<file path="src/common/sorter_port_map.svh">
/*
 * Constants of the component sorter handler port: field positions, counts and reset values.
 * Assumes inclusion by both the package and the handler port module.
 */
`ifndef SORTER_PORT_MAP_SVH
`define SORTER_PORT_MAP_SVH

// ****************************************
// Counts and positions
// ****************************************
`define SORT_CLASS_COUNT 9
`define SORT_LINE_COUNT 11
`define SORT_OUT_BIT 9
`define SORT_AUX_BIT 10
`define SWEEP_POINT_COUNT 10

// ****************************************
// Reset values of the active-low lines
// ****************************************
`define LINE_IDLE_LEVEL 1'b1
`define SORT_LINES_IDLE 11'h07FF

`endif

</file>
<file path="src/common/sorter_port_pkg.sv">
/*
 * Types of the component sorter handler port.
 * Assumes sorter_port_map.svh is on the include path.
 */
`include "sorter_port_map.svh"

package sorter_port_pkg;

   // Comparison mode of the port
   typedef enum logic [1:0] {
      MODE_BIN,
      MODE_WHOLE_LIST,
      MODE_STEPPED
   } sort_mode_t;

   // One bin-comparison result from the measurement engine
   typedef struct packed {
      logic [3:0] sort_class;     // 1..9 pass class, 0 none
      logic aux_bin;              // Falls in auxiliary bin
      logic primary_high;         // Above upper class limit
      logic primary_low;          // Below lower class limit
      logic secondary_reject;     // Secondary outside window
   } bin_result_t;

   // One sweep point verdict
   typedef struct packed {
      logic [3:0] point;          // Sweep point index 0..9
      logic out_of_limit;         // Point failed
      logic last;                 // Final point of list
   } sweep_result_t;

endpackage

</file>
<file path="src/rtl/pin_sync.sv">
/*
 * Two flip-flop synchroniser bank for handler input pins.
 * Assumes asynchronous inputs and one clock.
 */
module pin_sync #(
   parameter int WIDTH = 2
) (
   input wire logic i_core_clk,             // Core clock
   input wire logic i_rst_n,                // Synchronous reset
   input wire logic [WIDTH-1:0] i_async,    // Raw pin levels
   output logic [WIDTH-1:0] o_sync          // Synchronised levels
);

   logic [WIDTH-1:0] meta_reg;
   logic [WIDTH-1:0] meta_next;
   logic [WIDTH-1:0] sync_reg;
   logic [WIDTH-1:0] sync_next;

   // Refuse an empty bank at elaboration
   if (WIDTH < 1) begin : g_bad_width
      $error("pin_sync width must be positive");
   end

   // Next values of both stages
   always_comb begin
      meta_next = i_async;
      sync_next = meta_reg;
   end

   // Register both stages, idle high
   always_ff @(posedge i_core_clk) begin
      if (!i_rst_n) begin
         meta_reg <= {WIDTH{1'b1}};
         sync_reg <= {WIDTH{1'b1}};
      end else begin
         meta_reg <= meta_next;
         sync_reg <= sync_next;
      end
   end

   assign o_sync = sync_reg;

endmodule // pin_sync

</file>
<file path="src/rtl/sorter_handler_port.sv">
/*
 * Handler port of a measuring instrument: sort-class and flag outputs, handshake
 * outputs, contact alarm, external trigger and panel lock inputs.
 * Assumes a measurement engine on the same clock that delivers results as pulses,
 * and external open-collector drivers fed from the output enables.
 */
`include "sorter_port_map.svh"

// Function
// Bin mode: nine classes, out, aux lines
// Primary high flag above upper limit
// Primary low flag below lower limit
// Secondary reject outside secondary window
// External rising trigger edge starts measurement
// Panel lock blocks front-panel keys
// Alarm on open measurement circuit
// Bin mode analog-done after acquisition
// Results valid only from measurement-done
// Measurement-done once data and comparison valid
// Sweep: ten lines carry point verdicts
// Sweep: aux carries overall pass/fail
// Sweep outputs update after whole sweep
// Whole-list: analog-done after final point
// Whole-list: measurement-done when all valid
// All handler outputs active low
// Stepped: analog-done after each point
// Stepped: measurement-done after each step
// Exactly one sort line per result
// New trigger clears both handshake outputs
module sorter_handler_port #(
   parameter int POINTS = `SWEEP_POINT_COUNT
) (
   input wire logic i_core_clk,                         // Core clock, 25 MHz
   input wire logic i_rst_n,                            // Synchronous reset
   input wire sorter_port_pkg::sort_mode_t i_mode,      // Comparison mode
   input wire logic i_trig_ext_sel,                     // Trigger source external
   input wire logic i_external_trigger_in_n,            // Trigger pin, active low
   input wire logic i_panel_lock_n,                     // Panel lock pin, active low
   input wire logic [7:0] i_panel_keys,                 // Raw front-panel keys
   input wire logic i_open_circuit,                     // Engine contact fault
   input wire logic i_acq_done,                         // Engine acquisition pulse
   input wire logic i_bin_valid,                        // Bin result pulse
   input wire sorter_port_pkg::bin_result_t i_bin,      // Bin result
   input wire logic i_point_valid,                      // Sweep verdict pulse
   input wire sorter_port_pkg::sweep_result_t i_point,  // Sweep verdict
   output logic o_meas_start,                           // Start measurement pulse
   output logic [7:0] o_panel_keys,                     // Keys passed to panel logic
   output logic [`SORT_LINE_COUNT-1:0] o_sort_lines_n,  // Class 1..9, out, aux
   output logic [`SORT_LINE_COUNT-1:0] o_sort_lines_oe, // Open-collector enables
   output logic o_primary_high_flag_n,                  // Primary high, low true
   output logic o_primary_low_flag_n,                   // Primary low, low true
   output logic o_secondary_reject_flag_n,              // Secondary reject
   output logic o_analog_done_n,                        // Analog test finished
   output logic o_measurement_done_n,                   // Results valid
   output logic o_alarm_n,                              // Contact fault alarm
   output logic [3:0] o_flag_oe                         // Enables: high, low, reject, alarm
);

   localparam int LINES = `SORT_LINE_COUNT;

   // Refuse point counts the sort lines cannot carry
   if (POINTS < 1 || POINTS > `SORT_AUX_BIT) begin : g_bad_points
      $error("sweep point count out of range");
   end

   // ****************************************
   // Input pin synchronisation
   // ****************************************
   logic [1:0] pins_sync;

   pin_sync #(
      .WIDTH(2)
   ) u_pin_sync (
      .i_core_clk(i_core_clk),
      .i_rst_n(i_rst_n),
      .i_async({i_external_trigger_in_n, i_panel_lock_n}),
      .o_sync(pins_sync)
   );

   // ****************************************
   // Registered state
   // ****************************************
   logic trig_prev_reg, trig_prev_next;
   logic start_reg, start_next;
   logic [7:0] keys_reg, keys_next;
   logic [LINES-1:0] lines_reg, lines_next;
   logic phi_reg, phi_next;
   logic plo_reg, plo_next;
   logic secondary_reject_flag_reg, secondary_reject_flag_next;
   logic adone_reg, adone_next;
   logic mdone_reg, mdone_next;
   logic alarm_reg, alarm_next;
   logic [POINTS-1:0] acc_reg, acc_next;
   logic last_seen_reg, last_seen_next;
   logic trig_edge;
   logic [3:0] pt_idx;
   logic [LINES-1:0] onehot;
   logic [LINES-1:0] lines_oe_reg, lines_oe_next;
   logic [3:0] flag_oe_reg, flag_oe_next;

   // Rising edge of trigger pin level
   assign trig_edge = pins_sync[1] & ~trig_prev_reg;

   // One-hot class decode, out-of-bin when no pass class
   genvar g;
   generate
      for (g = 0; g < `SORT_CLASS_COUNT; g++) begin : g_class
         assign onehot[g] = ~i_bin.aux_bin && (i_bin.sort_class == 4'(g + 1));
      end
   endgenerate
   assign onehot[`SORT_AUX_BIT] = i_bin.aux_bin;
   assign onehot[`SORT_OUT_BIT] = ~i_bin.aux_bin &&
      (i_bin.sort_class == 4'h0 || i_bin.sort_class > 4'(`SORT_CLASS_COUNT));

   assign pt_idx = (i_point.point < 4'(POINTS)) ? i_point.point : 4'(POINTS - 1);

   // Next values of trigger, keys, alarm and results
   always_comb begin
      trig_prev_next = pins_sync[1];
      start_next = i_trig_ext_sel && trig_edge;
      keys_next = pins_sync[0] ? i_panel_keys : 8'h00;
      alarm_next = ~i_open_circuit;
      lines_next = lines_reg;
      phi_next = phi_reg;
      plo_next = plo_reg;
      secondary_reject_flag_next = secondary_reject_flag_reg;
      adone_next = adone_reg;
      mdone_next = mdone_reg;
      acc_next = acc_reg;
      last_seen_next = last_seen_reg;
      if (start_next) begin
         adone_next = `LINE_IDLE_LEVEL;
         mdone_next = `LINE_IDLE_LEVEL;
         acc_next = '0;
         last_seen_next = 1'b0;
      end else begin
         case (i_mode)
            sorter_port_pkg::MODE_BIN: begin
               if (i_acq_done) adone_next = 1'b0;
               if (i_bin_valid) begin
                  lines_next = ~onehot;
                  phi_next = ~i_bin.primary_high;
                  plo_next = ~i_bin.primary_low;
                  secondary_reject_flag_next = ~i_bin.secondary_reject;
                  mdone_next = 1'b0;
               end
            end
            sorter_port_pkg::MODE_WHOLE_LIST, sorter_port_pkg::MODE_STEPPED: begin
               if (i_mode == sorter_port_pkg::MODE_STEPPED && i_acq_done) begin
                  adone_next = 1'b0;
               end
               if (i_mode == sorter_port_pkg::MODE_WHOLE_LIST && i_acq_done && last_seen_reg) begin
                  adone_next = 1'b0;
               end
               if (i_point_valid) begin
                  acc_next[pt_idx] = i_point.out_of_limit;
                  if (i_mode == sorter_port_pkg::MODE_STEPPED) mdone_next = 1'b0;
                  if (i_point.last) begin
                     last_seen_next = 1'b1;
                     // Lines change only when the whole list is judged
                     lines_next = `SORT_LINES_IDLE;
                     lines_next[POINTS-1:0] = ~acc_next;
                     lines_next[`SORT_AUX_BIT] = ~(|acc_next);
                     mdone_next = 1'b0;
                  end
               end
            end
            default: begin
               lines_next = lines_reg;
            end
         endcase
      end
      // Enables follow the levels they pull low, registered like the lines
      lines_oe_next = ~lines_next;
      flag_oe_next = {~phi_next, ~plo_next, ~secondary_reject_flag_next, ~alarm_next};
   end

   // Register all state
   always_ff @(posedge i_core_clk) begin
      if (!i_rst_n) begin
         trig_prev_reg <= `LINE_IDLE_LEVEL; // Idle pin level, no false edge
         start_reg <= 1'b0;
         keys_reg <= 8'h00;
         lines_reg <= `SORT_LINES_IDLE;
         phi_reg <= `LINE_IDLE_LEVEL;
         plo_reg <= `LINE_IDLE_LEVEL;
         secondary_reject_flag_reg <= `LINE_IDLE_LEVEL;
         adone_reg <= `LINE_IDLE_LEVEL;
         mdone_reg <= `LINE_IDLE_LEVEL;
         alarm_reg <= `LINE_IDLE_LEVEL;
         acc_reg <= '0;
         last_seen_reg <= 1'b0;
         lines_oe_reg <= '0;
         flag_oe_reg <= 4'h0;
      end else begin
         trig_prev_reg <= trig_prev_next;
         start_reg <= start_next;
         keys_reg <= keys_next;
         lines_reg <= lines_next;
         phi_reg <= phi_next;
         plo_reg <= plo_next;
         secondary_reject_flag_reg <= secondary_reject_flag_next;
         adone_reg <= adone_next;
         mdone_reg <= mdone_next;
         alarm_reg <= alarm_next;
         acc_reg <= acc_next;
         last_seen_reg <= last_seen_next;
         lines_oe_reg <= lines_oe_next;
         flag_oe_reg <= flag_oe_next;
      end
   end

   // ****************************************
   // Outputs, all straight from flip-flops
   // ****************************************
   assign o_meas_start = start_reg;
   assign o_panel_keys = keys_reg;
   assign o_sort_lines_n = lines_reg;
   assign o_sort_lines_oe = lines_oe_reg;
   assign o_primary_high_flag_n = phi_reg;
   assign o_primary_low_flag_n = plo_reg;
   assign o_secondary_reject_flag_n = secondary_reject_flag_reg;
   assign o_analog_done_n = adone_reg;
   assign o_measurement_done_n = mdone_reg;
   assign o_alarm_n = alarm_reg;
   assign o_flag_oe = flag_oe_reg;

endmodule // sorter_handler_port

</file>
<file path="config.mk">
export PLATFORM = sky130hd
export DESIGN_NAME = sorter_handler_port
export DESIGN_NICKNAME = d
export VERILOG_FILES = /design/src/common/sorter_port_pkg.sv /design/src/rtl/pin_sync.sv /design/src/rtl/sorter_handler_port.sv
export VERILOG_INCLUDE_DIRS = /design/src /design/src/common
export SDC_FILE = /design/constraint.sdc
export NUM_CORES = 1
export LEC_CHECK = 0
export BUFFER_PORTS_ARGS = -buffer_cell sky130_fd_sc_hd__buf_2
export CORE_MARGIN = 3
export CORE_UTILIZATION = 44
export CTS_CLUSTER_SIZE = 24
export DETAILED_ROUTE_END_ITERATION = 10
export PLACE_DENSITY = 0.71
export REMOVE_ABC_BUFFERS = 1
export SYNTH_ARGS = -nofsm -noshare
export SYNTH_HDL_FRONTEND = slang
export SYNTH_SLANG_ARGS = --single-unit
</file>
<file path="constraint.sdc">
create_clock -name i_core_clk -period 1.75 [get_ports i_core_clk]
set_input_delay 0.2625 -clock i_core_clk [delete_from_list [all_inputs] [get_ports i_core_clk]]
set_output_delay 0.2625 -clock i_core_clk [all_outputs]
set_load 0.1 [all_outputs]
</file>
==> flow_summary.ini <==
[logic_synthesis]
synth_seq_area_share = 0.490
netlist_instances = 239
netlist_area_um2 = 2330
yosysWarningCount = 0
syn_avg_cell_area_um2 = 9.75
ys_ff_latch = 57
ys_types = 36

[global_routing]
grt_overflow = 0
grt_pass1_vias = 1956
antenna_found_initial = 0
grt_pass1_wl_mm = 9.05
grt_max_degree = 21
grtUsageTotal = 0.187

[worst_setup_path]
critPathCaptureType = flip-flop
reg2reg_slack_ns = 0.31
cp_max_fo = 8
cp.required_ns = 1.98
start_kind = flip-flop
critPathKind = flip-flop to flip-flop
arrival_ns = 1.67
startpoint = trig_prev_reg
reg2reg_from = trig_prev_reg
rr_worst_depth = 6

[cts]
htreeDepth = 3
numClockSinks = 57
clk_latency_ns = 0.34
cts_tree = done
post-cts-setup-buffers = 0
cts_made_buffers = 9
cts.clk_slew.worst_paths_ns = 0.06
cts.path.max_buffers = 2
ctsResizeCount = 0
cts-root-buf = clkbuf_8
hold_buffers = 0

[sta]
finClkSkew_ns = 0.00533
fin_setup_tns_ns = 0
fmax_mhz = 694
worstMarginPinSlew_ns = 0.504
relSlewSlack = 0.666
fin_crit_ns = 1.44
layout_setup_ws_ns = 0.310
setup_viol = 0
rsz0062_at_grt = no
slew_violations = 0
finalHoldViolations = 0
period_share = 0.823

[power_and_ir_drop]
p_int_mw = 2.18
switching_share = 0.389
p_comb_frac = 0.298
p_sw_mw = 1.39
power_frac_seq = 0.405
p_clk_frac = 0.297
vdd_ir_drop_max_mv = 0.688
p_total_mw = 3.57
powerDensity_nw_per_um2 = 1190
p_leak_nw = 1.44

[drt]
wl_per_cell_um = 13.4
drt_iter0_markers = 73
vias = 2050
drc = 0
vias_per_cell = 5.18
wl_mm = 5.31
ant_nets = 0
drt-pass1-iter-count = 4

[floorplan]
fp.dieH_um = 78.8
core-area_um2 = 4910
dieArea_um2 = 6200
start_util = 0.474
floorplan.rows = 25
die_w_um = 78.8
ios = 74

[finish]
largest_reg_flops = 11
stdcell_count = 396
area_growth_pct = 29.0
final_common_cell = buf_2
final_cell_mix = buf_2 (73), dfxtp_1 (57), nor2_1 (19)
diodes = 0
drive_gt1_frac = 0.337
num-nets-final = 361

[placed_design]
dp.cells = 380
gp_congestion = 0.802
place_ws_ns = -0.00514
io_buffers = 73
dp_hpwl_mm = 3.94

[job]
maxCapViolCount = 0

[status]
status = finished clean

[worst_hold_path]
min_path_type = primary input to flip-flop
## critical path: stages (launching register included)
cell	delay [ns]
dfxtp_1	0.29
nand3b_1	0.16
nand2b_1	0.11
buf_4	0.16
and4b_1	0.19
and4bb_1	0.21
a211o_1	0.22
## per-layer routing
layer | GRT usage | share of wire | wire length [um]
met1 | 0.228 | 0.46 | 2430
met2 | 0.291 | 0.46 | 2430
met3 | 0.0782 | 0.067 | 354
met4 | 0.0787 | 0.018 | 97
met5 | 0 | 0 | 0
## through the flow
step / util / area, um^2 / hold WS (ns)
2_1_floorplan: - / 2250 / 0.334
3_3_place_gp: 0.577 / 2830 / 0.389
6_report: 0.612 / 3010 / 0.102
4_1_cts: 0.612 / 3010 / 0.0875
3_5_place_dp: 0.577 / 2830 / 0.397
5_1_grt: 0.612 / 3010 / 0.0910
## kinds of logic after synthesis
kind of cell,synth area share
AOI/OAI and AO/OA,0.186
adders and majority gates,0.0215
buffers and inverters,0.0430
and+or+nand+nor,0.216
muxes,0.0430
DFF,0.490
## worst min path at each step
stage | from | endpoint | slack (ns) | cells after the start
2_1_floorplan | i_rst_n | o_analog_done_n | 0.33 | 1
3_3_place_gp | u_pin_sync.meta_reg[0] | u_pin_sync.o_sync[0] | 0.39 | 1
3_5_place_dp | u_pin_sync.meta_reg[0] | u_pin_sync.o_sync[0] | 0.40 | 1
4_1_cts | i_panel_lock_n | u_pin_sync.meta_reg[0] | 0.09 | 2
5_1_grt | i_external_trigger_in_n | u_pin_sync.meta_reg[1] | 0.09 | 2
6_report | i_panel_lock_n | u_pin_sync.meta_reg[0] | 0.10 | 2
## power by group through the flow
stage | clock, mW | combinational [mW] | sequential (mW)
6_report | 1.06 | 1.06 | 1.44
5_1_grt | 1.17 | 1.12 | 1.45
4_1_cts | 1.10 | 1.07 | 1.44
3_5_place_dp | 0 | 1.06 | 1.47
3_3_place_gp | 0 | 1.06 | 1.47
2_1_floorplan | 0 | 0.221 | 2.06
## cell type report
class                   instances  area (um^2)
well taps                      67         83.8
repair buffers                 91          500
multi-input cells             160         1090
fillers                       437         1910
clock buffers                  11          141
flip-flops and latches         57         1140
clock inverters                 5         31.3
inverters                       5         18.8
## synthesized netlist by cell type
library cell / instances / area, um^2
buf_6: 1 / 11.3
nor2_1: 19 / 71.3
nand4_1: 1 / 6.26
ha_1: 4 / 50.1
nor3b_1: 1 / 7.51
a211o_1: 3 / 26.3
nor4b_2: 3 / 45.0
nand2b_1: 9 / 56.3
o211ai_1: 9 / 67.6
clkbuf_1: 12 / 45.0
nand3b_1: 1 / 7.51
buf_4: 2 / 15.0
or2_1: 1 / 6.26
o31ai_1: 2 / 15.0
nand4b_1: 1 / 8.76
and3_1: 10 / 62.6
o21ai_0: 7 / 35.0
a211oi_1: 11 / 82.6
inv_1: 5 / 18.8
nor4_2: 1 / 12.5
nor3_1: 1 / 5.00
o211a_1: 9 / 90.1
nand3_1: 5 / 25.0
a21oi_1: 17 / 85.1
and4bb_1: 4 / 50.1
and2_1: 2 / 12.5
mux2i_1: 10 / 100
dfxtp_1: 57 / 1140
or4_1: 1 / 7.51
nand2_1: 18 / 67.6
a31oi_1: 4 / 25.0
nor2b_1: 3 / 18.8
buf_2: 2 / 10.0
nor4b_4: 1 / 23.8
and4b_1: 1 / 10.0
a21o_1: 1 / 7.51
Note: power is estimated with default switching activity, not from simulation.
